===== src/epfc_pkg.sv =====
// Purpose: Constants for the encoder position freeze capture block
// Assumes: 32-bit classic Wishbone, 50 MHz clock
// Notes: Each register holds one aligned word, narrow data in the low bits
// Summary of operation
// - Keep live non-marker position from the encoder
// - Marker activation captures live position into marker
// - Freeze event captures position, sets freeze flag
// - Flag never self-clears; user clears it
// - Flag set blocks further freeze captures
// - Freeze sources: 485, 24V and slot bus
// - Source select is enable mask 1,2,4
// - Source select resets to 24V only
// - Forward enable drives freeze to slot bus
// - Invert selects rising or falling freeze edge
// - Sine mode writes Sin sample when idle
// - ADC MSB at bit 14, steps of 32
// - Commutation modes load commutation status instead
// - Status equals 1000 seg+100U+10V+W
package epfc_pkg;
	// Register byte offsets
	localparam logic [7:0] OFS_LIVE_REV = 8'h00;
	localparam logic [7:0] OFS_LIVE_POS = 8'h04;
	localparam logic [7:0] OFS_LIVE_FINE = 8'h08;
	localparam logic [7:0] OFS_MARK_REV = 8'h0C;
	localparam logic [7:0] OFS_MARK_POS = 8'h10;
	localparam logic [7:0] OFS_MARK_FINE = 8'h14;
	localparam logic [7:0] OFS_FRZ_REV = 8'h18;
	localparam logic [7:0] OFS_FRZ_POS = 8'h1C;
	localparam logic [7:0] OFS_FRZ_FINE = 8'h20;
	localparam logic [7:0] OFS_SRC_SEL = 8'h24;
	localparam logic [7:0] OFS_FLAG = 8'h28;
	localparam logic [7:0] OFS_FWD_EN = 8'h2C;
	localparam logic [7:0] OFS_INVERT = 8'h30;
	localparam logic [7:0] OFS_TX_SIN = 8'h34;
	localparam logic [7:0] OFS_ENC_MODE = 8'h38;
	// Source mask bit positions
	localparam int SRC_BIT_24V = 0;
	localparam int SRC_BIT_485 = 1;
	localparam int SRC_BIT_BUS = 2;
	// Reset values
	localparam logic [2:0] RST_SRC_SEL = 3'h1;
	localparam logic [15:0] RST_TX_SIN = 16'h0000;
	localparam logic [2:0] RST_ENC_MODE = 3'h0;
	// Encoder modes
	localparam logic [2:0] MODE_QUAD_COMMUT = 3'h3;
	localparam logic [2:0] MODE_FREQ_COMMUT = 3'h4;
	localparam logic [2:0] MODE_FWDREV_COMMUT = 3'h5;
	localparam logic [2:0] MODE_ANALOG_SINE_COSINE_MODE = 3'h6;
	// Sin sample placement
	localparam int ADC_WIDTH = 10;
	localparam int ADC_SHIFT = 5;
	// Commutation weights
	localparam logic [15:0] W_SEGMENT = 16'h03E8;
	localparam logic [15:0] W_U = 16'h0064;
	localparam logic [15:0] W_V = 16'h000A;
	// Forwarded freeze pulse length
	localparam int CLOCK_HZ = 50000000;
	localparam int FWD_PULSE_NS = 1000;
	localparam int FWD_PULSE_CYCLES = (FWD_PULSE_NS * (CLOCK_HZ / 1000000) + 999) / 1000;
endpackage : epfc_pkg


===== src/epfc_capture.sv =====
// Purpose: Position capture on marker and freeze events, Sin/commutation report
// Assumes: Live position arrives from feedback logic on the same clock
// Notes: Marker, freeze and commutation pins are asynchronous and synchronised
module epfc_capture
	import epfc_pkg::*;
#(
	parameter int FWD_CYCLES = FWD_PULSE_CYCLES
) (
	input wire logic clock,
	input wire logic rst_n,
	// Wishbone slave
	input wire logic wb_cyc_i,
	input wire logic wb_stb_i,
	input wire logic wb_we_i,
	input wire logic [7:0] wb_adr_i,
	input wire logic [3:0] wb_sel_i,
	input wire logic [31:0] wb_dat_i,
	output logic [31:0] wb_dat_o,
	output logic wb_ack_o,
	// Live position from feedback logic
	input wire logic pos_valid,
	input wire logic [15:0] pos_revolutions,
	input wire logic [15:0] pos_coarse,
	input wire logic [15:0] pos_fine,
	// Asynchronous event pins
	input wire logic marker_in,
	input wire logic freeze_24v_in,
	input wire logic freeze_485_in,
	input wire logic freeze_bus_in,
	output logic freeze_bus_out,
	// Sin sample and commutation inputs
	input wire logic adc_valid,
	input wire logic [9:0] adc_sin,
	input wire logic comms_present,
	input wire logic [3:0] commutation_segment,
	input wire logic commut_u_in,
	input wire logic commut_v_in,
	input wire logic commut_w_in
);
	localparam int FWD_W = $clog2(FWD_CYCLES + 1);

	// Refuse a forwarded pulse length of zero
	generate
		if (FWD_CYCLES < 1) begin : g_bad_fwd
			$error("FWD_CYCLES must be at least one");
		end
	endgenerate

	logic [15:0] live_rev_ff;
	logic [15:0] live_pos_ff;
	logic [15:0] live_fine_ff;
	logic [15:0] mark_rev_ff;
	logic [15:0] mark_pos_ff;
	logic [15:0] mark_fine_ff;
	logic [15:0] frz_rev_ff;
	logic [15:0] frz_pos_ff;
	logic [15:0] frz_fine_ff;
	logic [2:0] src_sel_ff;
	logic flag_ff;
	logic fwd_en_ff;
	logic invert_ff;
	logic [15:0] tx_sin_ff;
	logic [2:0] enc_mode_ff;
	logic ack_ff;
	logic [31:0] rdata_ff;
	logic [6:0] sync1_ff;
	logic [6:0] sync2_ff;
	logic marker_prev_ff;
	logic freeze_prev_ff;
	logic [FWD_W-1:0] fwd_cnt_ff;
	logic fwd_out_ff;

	logic bus_req;
	logic wr_en;
	logic wr_lo;
	logic wr_hi;
	logic marker_s;
	logic frz_24v_s;
	logic frz_485_s;
	logic frz_bus_s;
	logic u_s;
	logic v_s;
	logic w_s;
	logic freeze_level;
	logic freeze_edge;
	logic marker_edge;
	logic capture_freeze;
	logic commut_mode;
	logic [15:0] commut_value;
	logic [15:0] sin_value;
	logic [31:0] nxt_rdata;

	// Bus decode: answer one cycle after the request
	assign bus_req = wb_cyc_i & wb_stb_i & ~ack_ff;
	assign wr_en = bus_req & wb_we_i;
	assign wr_lo = wr_en & wb_sel_i[0];
	assign wr_hi = wr_en & wb_sel_i[1];

	// Two-stage synchronisers for the marker, freeze and U/V/W pins
	always_ff @(posedge clock) begin
		if (!rst_n) begin
			sync1_ff <= 7'h00;
			sync2_ff <= 7'h00;
		end else begin
			sync1_ff <= {commut_w_in, commut_v_in, commut_u_in, freeze_bus_in,
				freeze_485_in, freeze_24v_in, marker_in};
			sync2_ff <= sync1_ff;
		end
	end

	assign marker_s = sync2_ff[0];
	assign frz_24v_s = sync2_ff[1];
	assign frz_485_s = sync2_ff[2];
	assign frz_bus_s = sync2_ff[3];
	assign u_s = sync2_ff[4];
	assign v_s = sync2_ff[5];
	assign w_s = sync2_ff[6];

	// Enabled sources combined into one freeze level
	assign freeze_level = (frz_24v_s & src_sel_ff[SRC_BIT_24V])
		| (frz_485_s & src_sel_ff[SRC_BIT_485])
		| (frz_bus_s & src_sel_ff[SRC_BIT_BUS]);

	// Edge polarity chosen by the invert bit
	assign freeze_edge = invert_ff ? (freeze_prev_ff & ~freeze_level)
		: (~freeze_prev_ff & freeze_level);
	assign capture_freeze = freeze_edge & ~flag_ff;
	assign marker_edge = marker_s & ~marker_prev_ff;

	// Previous levels for edge detection
	always_ff @(posedge clock) begin
		if (!rst_n) begin
			marker_prev_ff <= 1'b0;
			freeze_prev_ff <= 1'b0;
		end else begin
			marker_prev_ff <= marker_s;
			freeze_prev_ff <= freeze_level;
		end
	end

	// Live non-marker position, untouched by events
	always_ff @(posedge clock) begin
		if (!rst_n) begin
			live_rev_ff <= 16'h0000;
			live_pos_ff <= 16'h0000;
			live_fine_ff <= 16'h0000;
		end else if (pos_valid) begin
			live_rev_ff <= pos_revolutions;
			live_pos_ff <= pos_coarse;
			live_fine_ff <= pos_fine;
		end
	end

	// Marker capture
	always_ff @(posedge clock) begin
		if (!rst_n) begin
			mark_rev_ff <= 16'h0000;
			mark_pos_ff <= 16'h0000;
			mark_fine_ff <= 16'h0000;
		end else if (marker_edge) begin
			mark_rev_ff <= live_rev_ff;
			mark_pos_ff <= live_pos_ff;
			mark_fine_ff <= live_fine_ff;
		end
	end

	// Freeze capture, held while the flag is set
	always_ff @(posedge clock) begin
		if (!rst_n) begin
			frz_rev_ff <= 16'h0000;
			frz_pos_ff <= 16'h0000;
			frz_fine_ff <= 16'h0000;
		end else if (capture_freeze) begin
			frz_rev_ff <= live_rev_ff;
			frz_pos_ff <= live_pos_ff;
			frz_fine_ff <= live_fine_ff;
		end
	end

	// Freeze flag: set by capture, cleared only by software, set wins
	always_ff @(posedge clock) begin
		if (!rst_n) begin
			flag_ff <= 1'b0;
		end else if (capture_freeze) begin
			flag_ff <= 1'b1;
		end else if (wr_lo && wb_adr_i == OFS_FLAG) begin
			flag_ff <= wb_dat_i[0];
		end
	end

	// Configuration registers
	always_ff @(posedge clock) begin
		if (!rst_n) begin
			src_sel_ff <= RST_SRC_SEL;
			fwd_en_ff <= 1'b0;
			invert_ff <= 1'b0;
			enc_mode_ff <= RST_ENC_MODE;
		end else if (wr_lo) begin
			case (wb_adr_i)
				OFS_SRC_SEL: src_sel_ff <= wb_dat_i[2:0];
				OFS_FWD_EN: fwd_en_ff <= wb_dat_i[0];
				OFS_INVERT: invert_ff <= wb_dat_i[0];
				OFS_ENC_MODE: enc_mode_ff <= wb_dat_i[2:0];
				default: ;
			endcase
		end
	end

	// Forward any captured freeze, slot bus source included, to the slot bus as a stretched pulse
	always_ff @(posedge clock) begin
		if (!rst_n) begin
			fwd_cnt_ff <= '0;
			fwd_out_ff <= 1'b0;
		end else if (capture_freeze && fwd_en_ff) begin
			fwd_cnt_ff <= FWD_W'(FWD_CYCLES - 1);
			fwd_out_ff <= 1'b1;
		end else if (fwd_cnt_ff != '0) begin
			fwd_cnt_ff <= fwd_cnt_ff - 1'b1;
		end else begin
			fwd_out_ff <= 1'b0;
		end
	end

	assign freeze_bus_out = fwd_out_ff;

	// Commutation status: 1000*segment + 100*U + 10*V + W
	assign commut_value = 16'(W_SEGMENT * {12'h000, commutation_segment})
		+ (u_s ? W_U : 16'h0000)
		+ (v_s ? W_V : 16'h0000)
		+ {15'h0000, w_s};
	assign commut_mode = (enc_mode_ff == MODE_QUAD_COMMUT) || (enc_mode_ff == MODE_FREQ_COMMUT)
		|| (enc_mode_ff == MODE_FWDREV_COMMUT);

	// Sin sample, MSB of the ADC at bit 14, sign extended into bit 15
	assign sin_value = {adc_sin[ADC_WIDTH-1], adc_sin, {ADC_SHIFT{1'b0}}};

	// Transmit / Sin / commutation register
	always_ff @(posedge clock) begin
		if (!rst_n) begin
			tx_sin_ff <= RST_TX_SIN;
		end else if (commut_mode) begin
			tx_sin_ff <= commut_value;
		end else if (enc_mode_ff == MODE_ANALOG_SINE_COSINE_MODE && !comms_present && adc_valid) begin
			tx_sin_ff <= sin_value;
		end else if (wb_adr_i == OFS_TX_SIN && (wr_lo || wr_hi)) begin
			tx_sin_ff <= {wr_hi ? wb_dat_i[15:8] : tx_sin_ff[15:8],
				wr_lo ? wb_dat_i[7:0] : tx_sin_ff[7:0]};
		end
	end

	// Read multiplexer, unmapped addresses read zero
	always_comb begin
		nxt_rdata = 32'h0000_0000;
		case (wb_adr_i)
			OFS_LIVE_REV: nxt_rdata = {16'h0000, live_rev_ff};
			OFS_LIVE_POS: nxt_rdata = {16'h0000, live_pos_ff};
			OFS_LIVE_FINE: nxt_rdata = {16'h0000, live_fine_ff};
			OFS_MARK_REV: nxt_rdata = {16'h0000, mark_rev_ff};
			OFS_MARK_POS: nxt_rdata = {16'h0000, mark_pos_ff};
			OFS_MARK_FINE: nxt_rdata = {16'h0000, mark_fine_ff};
			OFS_FRZ_REV: nxt_rdata = {16'h0000, frz_rev_ff};
			OFS_FRZ_POS: nxt_rdata = {16'h0000, frz_pos_ff};
			OFS_FRZ_FINE: nxt_rdata = {16'h0000, frz_fine_ff};
			OFS_SRC_SEL: nxt_rdata = {29'h0000_0000, src_sel_ff};
			OFS_FLAG: nxt_rdata = {31'h0000_0000, flag_ff};
			OFS_FWD_EN: nxt_rdata = {31'h0000_0000, fwd_en_ff};
			OFS_INVERT: nxt_rdata = {31'h0000_0000, invert_ff};
			OFS_TX_SIN: nxt_rdata = {16'h0000, tx_sin_ff};
			OFS_ENC_MODE: nxt_rdata = {29'h0000_0000, enc_mode_ff};
			default: nxt_rdata = 32'h0000_0000;
		endcase
	end

	// Bus answer registers
	always_ff @(posedge clock) begin
		if (!rst_n) begin
			ack_ff <= 1'b0;
			rdata_ff <= 32'h0000_0000;
		end else begin
			ack_ff <= bus_req;
			rdata_ff <= bus_req ? nxt_rdata : rdata_ff;
		end
	end

	assign wb_ack_o = ack_ff;
	assign wb_dat_o = rdata_ff;
endmodule : epfc_capture


===== config.mk =====
export PLATFORM = sky130hd
export DESIGN_NAME = epfc_capture
export DESIGN_NICKNAME = d
export VERILOG_FILES = /design/src/epfc_pkg.sv /design/src/epfc_capture.sv
export SDC_FILE = /design/constraint.sdc
export NUM_CORES = 1
export LEC_CHECK = 0
export BUFFER_PORTS_ARGS = -buffer_cell sky130_fd_sc_hd__buf_2
export CORE_ASPECT_RATIO = 1.2
export CORE_MARGIN = 4
export CORE_UTILIZATION = 57
export DETAILED_ROUTE_END_ITERATION = 16
export PLACE_DENSITY = 0.87
export SLEW_MARGIN = 20
export SYNTH_ARGS = -nofsm -noshare
export SYNTH_HDL_FRONTEND = slang
export SYNTH_SLANG_ARGS = --single-unit

===== constraint.sdc =====
create_clock -name clock -period 4.6 [get_ports clock]
set_input_delay 0.23 -clock clock [delete_from_list [all_inputs] [get_ports clock]]
set_output_delay 0.23 -clock clock [all_outputs]
set_load 0.1 [all_outputs]

---- Word-level counts from Yosys, hierarchy flattened ----
Cells that the tools add are included.
word-level totals
  register bits after elaboration ......... 225
  logic and storage cells ................. 107
  output and inout bits ................... 34
  input port bits ......................... 121
cells by class
  add/sub/neg operators ................... 4
  reduce and logical (&&, ||, !) cells .... 23
  bitwise gates (word level) .............. 20
  equal/unequal tests ..................... 19
  multiply operators ...................... 1
  muxes and demuxes ....................... 15
operators with widths
  operator              number
  $pmux 16 s15          1
  $eq 8x6->1 const B    7
  $mux 16               3
  $eq 8x5->1 const B    4
  $add 15x4->16         1
  $add 16x1->16         1
  $eq 8x4->1 const B    2
  $mux 8                2
  $add 14x7->15         1
  $and 1x1->1           12
  $mux 6                2
  $reduce_and 2->1      6
  $mul 7x4->11 const A  1
  $eq 3x3->1 const B    3
  $reduce_bool 3->1     3
  $eq 8x3->1 const B    1
  $logic_not 8->1       1
  $mux 7                1
  $not 1->1             6
  $reduce_bool 6->1     1
  $sub 6x1->6 const B   1
  $logic_and 1x1->1     5
  $mux 1                5
  $mux 4                1
  7 further kinds       11

---- Logic depth before layout (Yosys ltp) ----
  depth after elaboration ................. 9
  depth in mapped cells ................... 11
  depth with buffers taken out ............ 11

---- Least setup slack after synthesis ----
Ideal clock, no wire load.
  path type ............................... input port to flip-flop
  start point ............................. input port commutation_segment[1]
  end point ............................... register tx_sin_ff[13]
  arrival time ............................ 3,430 ps
  setup time .............................. 62 ps
  path buffers ............................ 0
  setup slack ............................. 1,108 ps
  stages .................................. 11
  required time ........................... 4,538 ps
  cells stage by stage .................... fa_1 inv_1 fa_1 inv_1 ha_1 xor2_1 or2_4 nor3_2 or4b_4 or4b_1 nand3_1
on the way
  longest elaborated chain between the ends .. 5
ends and longest elaborated chain
  what                    line                 RTL
  start: declaration      epfc_capture.sv:35   input wire logic [3:0] commutation_segment,
  $mul 7x4->11            epfc_capture.sv:227  assign commut_value = 16'(W_SEGMENT * {12'h000, commutation_segment})
  $add 14x7->15           epfc_capture.sv:228  + (u_s ? W_U : 16'h0000)
  $add 15x4->16           epfc_capture.sv:229  + (v_s ? W_V : 16'h0000)
  $add 16x1->16           epfc_capture.sv:230  + {15'h0000, w_s};
  $mux 16                 epfc_capture.sv:241  end else if (commut_mode) begin
  end signal: assignment  epfc_capture.sv:242  tx_sin_ff <= commut_value;
  end signal: assignment  epfc_capture.sv:244  tx_sin_ff <= sin_value;
  end signal: assignment  epfc_capture.sv:246  tx_sin_ff <= {wr_hi ? wb_dat_i[15:8] : tx_sin_ff[15:8],
  end: declaration        epfc_capture.sv:62   logic [15:0] tx_sin_ff;
Every way passes these cells.
A chain may end at the register's enable or synchronous reset.

---- Worst setup path after layout ----
Ends and elaborated chain as after synthesis.

==> run summary <==
Worst setup SP type -> input port
detailed placer's ending HPWL -> 19520 um
Layout area overhead -> 18.77%
total setup buffers inserted after CTS -> 0
CP endpoint kind -> register
P_sw -> 0.001185 W
WS Path Type -> in2reg
Seq pwr share -> 43.7%
via count -> 9236
CTS Root Cell -> clkbuf_16
Clock Path Buffers -> 3
Hold Path Stages -> 3
IO Count -> 155
final core occ -> 69.19%
synthesized area -> 0.009893 sq mm
setup TNS -> 0 ns
Die H -> 152.3 um
row count -> 52
Max VDD drop -> 0.3352 mV
DRC -> 0
pin count of the biggest net entering global routing -> 149
Die W -> 128.3 um
Via density -> 6.056
required time worst endpoint -> 5.04 ns
minimum clock period -> 3.328 ns
CTS Sinks -> 209
Comb power frac -> 14.7%
PwrDens -> 379.0 mW/mm^2
Final setup viols -> 0
H-tree Lvls -> 1
post_cts resized -> 0
CTS tree -> yes
synthesized flop and latch total -> 209
Pint -> 0.003268 W
DR WL/cell -> 19.20 um
ys async rst share -> 0%
Synth Instances -> 1170
Design Power -> 0.004453 W
All-Layer GR Usage -> 28.77%
critical path arrival -> 3.77 ns
status -> finished, final reports clean
layout cell share with drive strength beyond 1 -> 15.20%
WL final -> 29270 um
FMAX -> 300.5 MHz
Detailed Route Iter0 Violations -> 974
DR pass1 iterations -> 5
clk_lat worst skew -> 0.51 ns
Switching Share -> 26.61%
number of max-cap violations -> 0
Tcrit/Tclk final -> 72.35%
Crit Path Max Fanout -> 7
final-stage net count -> 1440
Die ar. -> 0.01954 sq mm
first-pass GRT wire length -> 45820 um
register area -> 0.004184 sq mm
RSZ-0062 raised after global routing -> no
total CTS buffers -> 22
Final Skew -> 0.01350 ns
Clock power frac -> 41.6%
hold crit path type -> in2reg
worst slew pin tran -> 1.086 ns
Antenna Cells -> 0
multi-input logic area -> 0.005280 sq mm
total gr overflow -> 0
fillers -> 1271
Synthesis Warnings -> 0
Initial Util -> 58.26%
quantity of I/O buffers inserted on ports -> 120
DRT antenna net count -> 0
Seq/Total Area, Yosys -> 42.29%
Synth cell types -> 68
Worst-path clk slew -> 0.06 ns
commonest register cell after synthesis -> dfxtp_1
cts hold-fix bufs -> 47
Placer Congestion -> 0.9716
count of flip-flops with a built-in enable after synthesis -> 0
Std-Cell Core Area -> 0.01698 sq mm
Lkg Pwr -> 4.557 nW
initial antenna violation count -> 0
Fin. Hold Viols -> 0
Slew HR -> 27.63%
Slew Limit Fails -> 0
number of global-route vias before repair -> 8983
R2R cell count -> 5
Post-Syn Area per Cell -> 8.456 sq um
[placed cells by master (no fill, tap or decap), types with 7 or more instances in the layout]
cell	instances
nand2_1	241
dfxtp_1	209
a21oi_1	139
buf_2	120
nor2_1	91
mux2i_1	84
dlygate4sd3_1	47
a22oi_1	24
clkbuf_16	23
o21ai_0	22
and2_1	21
inv_1	19
nand3_1	19
ha_1	19
conb_1	16
nor3_1	15
o22ai_1	14
a211oi_1	13
clkbuf_8	10
buf_4	10
a222oi_1	9
a221oi_1	9
or3_1	7
mux4_2	7
fa_1	7
[cell families after synthesis]
| group | Yosys count | synth area share [%] |
|---|---|---|
| simple gates | 439 | 19.83 |
| buf+inv | 114 | 5.160 |
| flops | 209 | 42.29 |
| other cells | 1 | 0.03790 |
| fa+ha+maj | 26 | 3.819 |
| xor+xnor | 8 | 0.7083 |
| compound gates | 278 | 17.60 |
| mux | 95 | 10.55 |
[cells in the mapped netlist (5+ instances only)]
| cell type | count | share of area (%) |
|---|---|---|
| nand2_1 | 241 | 9.1 |
| dfxtp_1 | 209 | 42 |
| a21oi_1 | 140 | 7.1 |
| nor2_1 | 91 | 3.5 |
| mux2i_1 | 84 | 8.5 |
| clkbuf_1 | 59 | 2.2 |
| a22oi_1 | 24 | 1.8 |
| o21ai_0 | 22 | 1.1 |
| and2_1 | 21 | 1.3 |
| inv_1 | 20 | 0.76 |
| ha_1 | 19 | 2.4 |
| nand3_1 | 19 | 0.96 |
| buf_4 | 17 | 1.3 |
| nor3_1 | 15 | 0.76 |
| o22ai_1 | 14 | 0.89 |
| a211oi_1 | 13 | 0.99 |
| a221oi_1 | 9 | 0.80 |
| a222oi_1 | 9 | 0.91 |
| buf_2 | 9 | 0.46 |
| buf_1 | 8 | 0.30 |
| fa_1 | 7 | 1.4 |
| mux4_2 | 7 | 1.6 |
| or3_1 | 7 | 0.44 |
| nand2b_1 | 6 | 0.38 |
| a21o_1 | 5 | 0.38 |
| a22o_1 | 5 | 0.44 |
| o211ai_1 | 5 | 0.38 |
| o32ai_1 | 5 | 0.44 |
| xnor2_1 | 5 | 0.44 |
[final cells by class]
class | instances | share of cell area, %
multi-input cells | 862 | 44.94
flip-flops and latches | 209 | 35.61
clock inverters | 3 | 0.3727
clock buffers | 37 | 6.197
well taps | 216 | 2.300
inverters | 20 | 0.6602
repair buffers | 178 | 9.924
[worst max-delay path, cell delays in order]
cell,delay [ns]
buf_2,0.15
fa_1,0.61
inv_1,0.10
fa_1,0.51
inv_1,0.04
ha_1,0.36
xor2_1,0.21
or2_4,0.26
nor3_2,0.19
or4b_4,0.51
or4b_1,0.50
nand3_1,0.09
[layer usage]
metal  share of wire (%)  vias to the layer above  global-route usage, %
li1                    -                     4334                      -
met1                  38                     4273                  34.96
met2                  47                      500                  46.64
met3                 8.8                      129                  5.575
met4                 6.3                        0                  17.44
met5                   0                        -                      0
[through the flow]
stage,std cells,cell area [sq um],hold WS (ns),setup slack [ns]
final,1525,11750,0.005532,1.272
after global routing,1525,11750,0.01753,1.140
after CTS,1525,11750,0.003337,1.276
after detailed placement,1438,10500,0.4177,0.7705
after global placement,1438,10500,0.4140,0.8538
after floorplan,1185,9950,0.3539,1.108
[power groups by stage]
stage	Combinational, W	Clock, W	Sequential (W)
after floorplan	0.000481	0	0.00196
after global placement	0.000590	0	0.00198
after detailed placement	0.000611	0	0.00198
after CTS	0.000646	0.00186	0.00194
final	0.000653	0.00185	0.00195
after global routing	0.000719	0.00193	0.00195
[final timing paths]
path | slack [ns] | startpoint | endpoint
max | 1.27 | commutation_segment[1] | tx_sin_ff[13]$_SDFFE_PN0P_
min | 0.006 | wb_dat_i[2] | src_sel_ff[2]$_SDFFE_PN0P_
max reg2reg | 2.02 | wb_ack_o$_SDFF_PN0_ | tx_sin_ff[1]$_SDFFE_PN0P_
min reg2reg | 0.43 | sync1_ff[1]$_SDFF_PN0_ | sync2_ff[1]$_SDFF_PN0_
No activity file was read; power rests on OpenSTA's default activity.
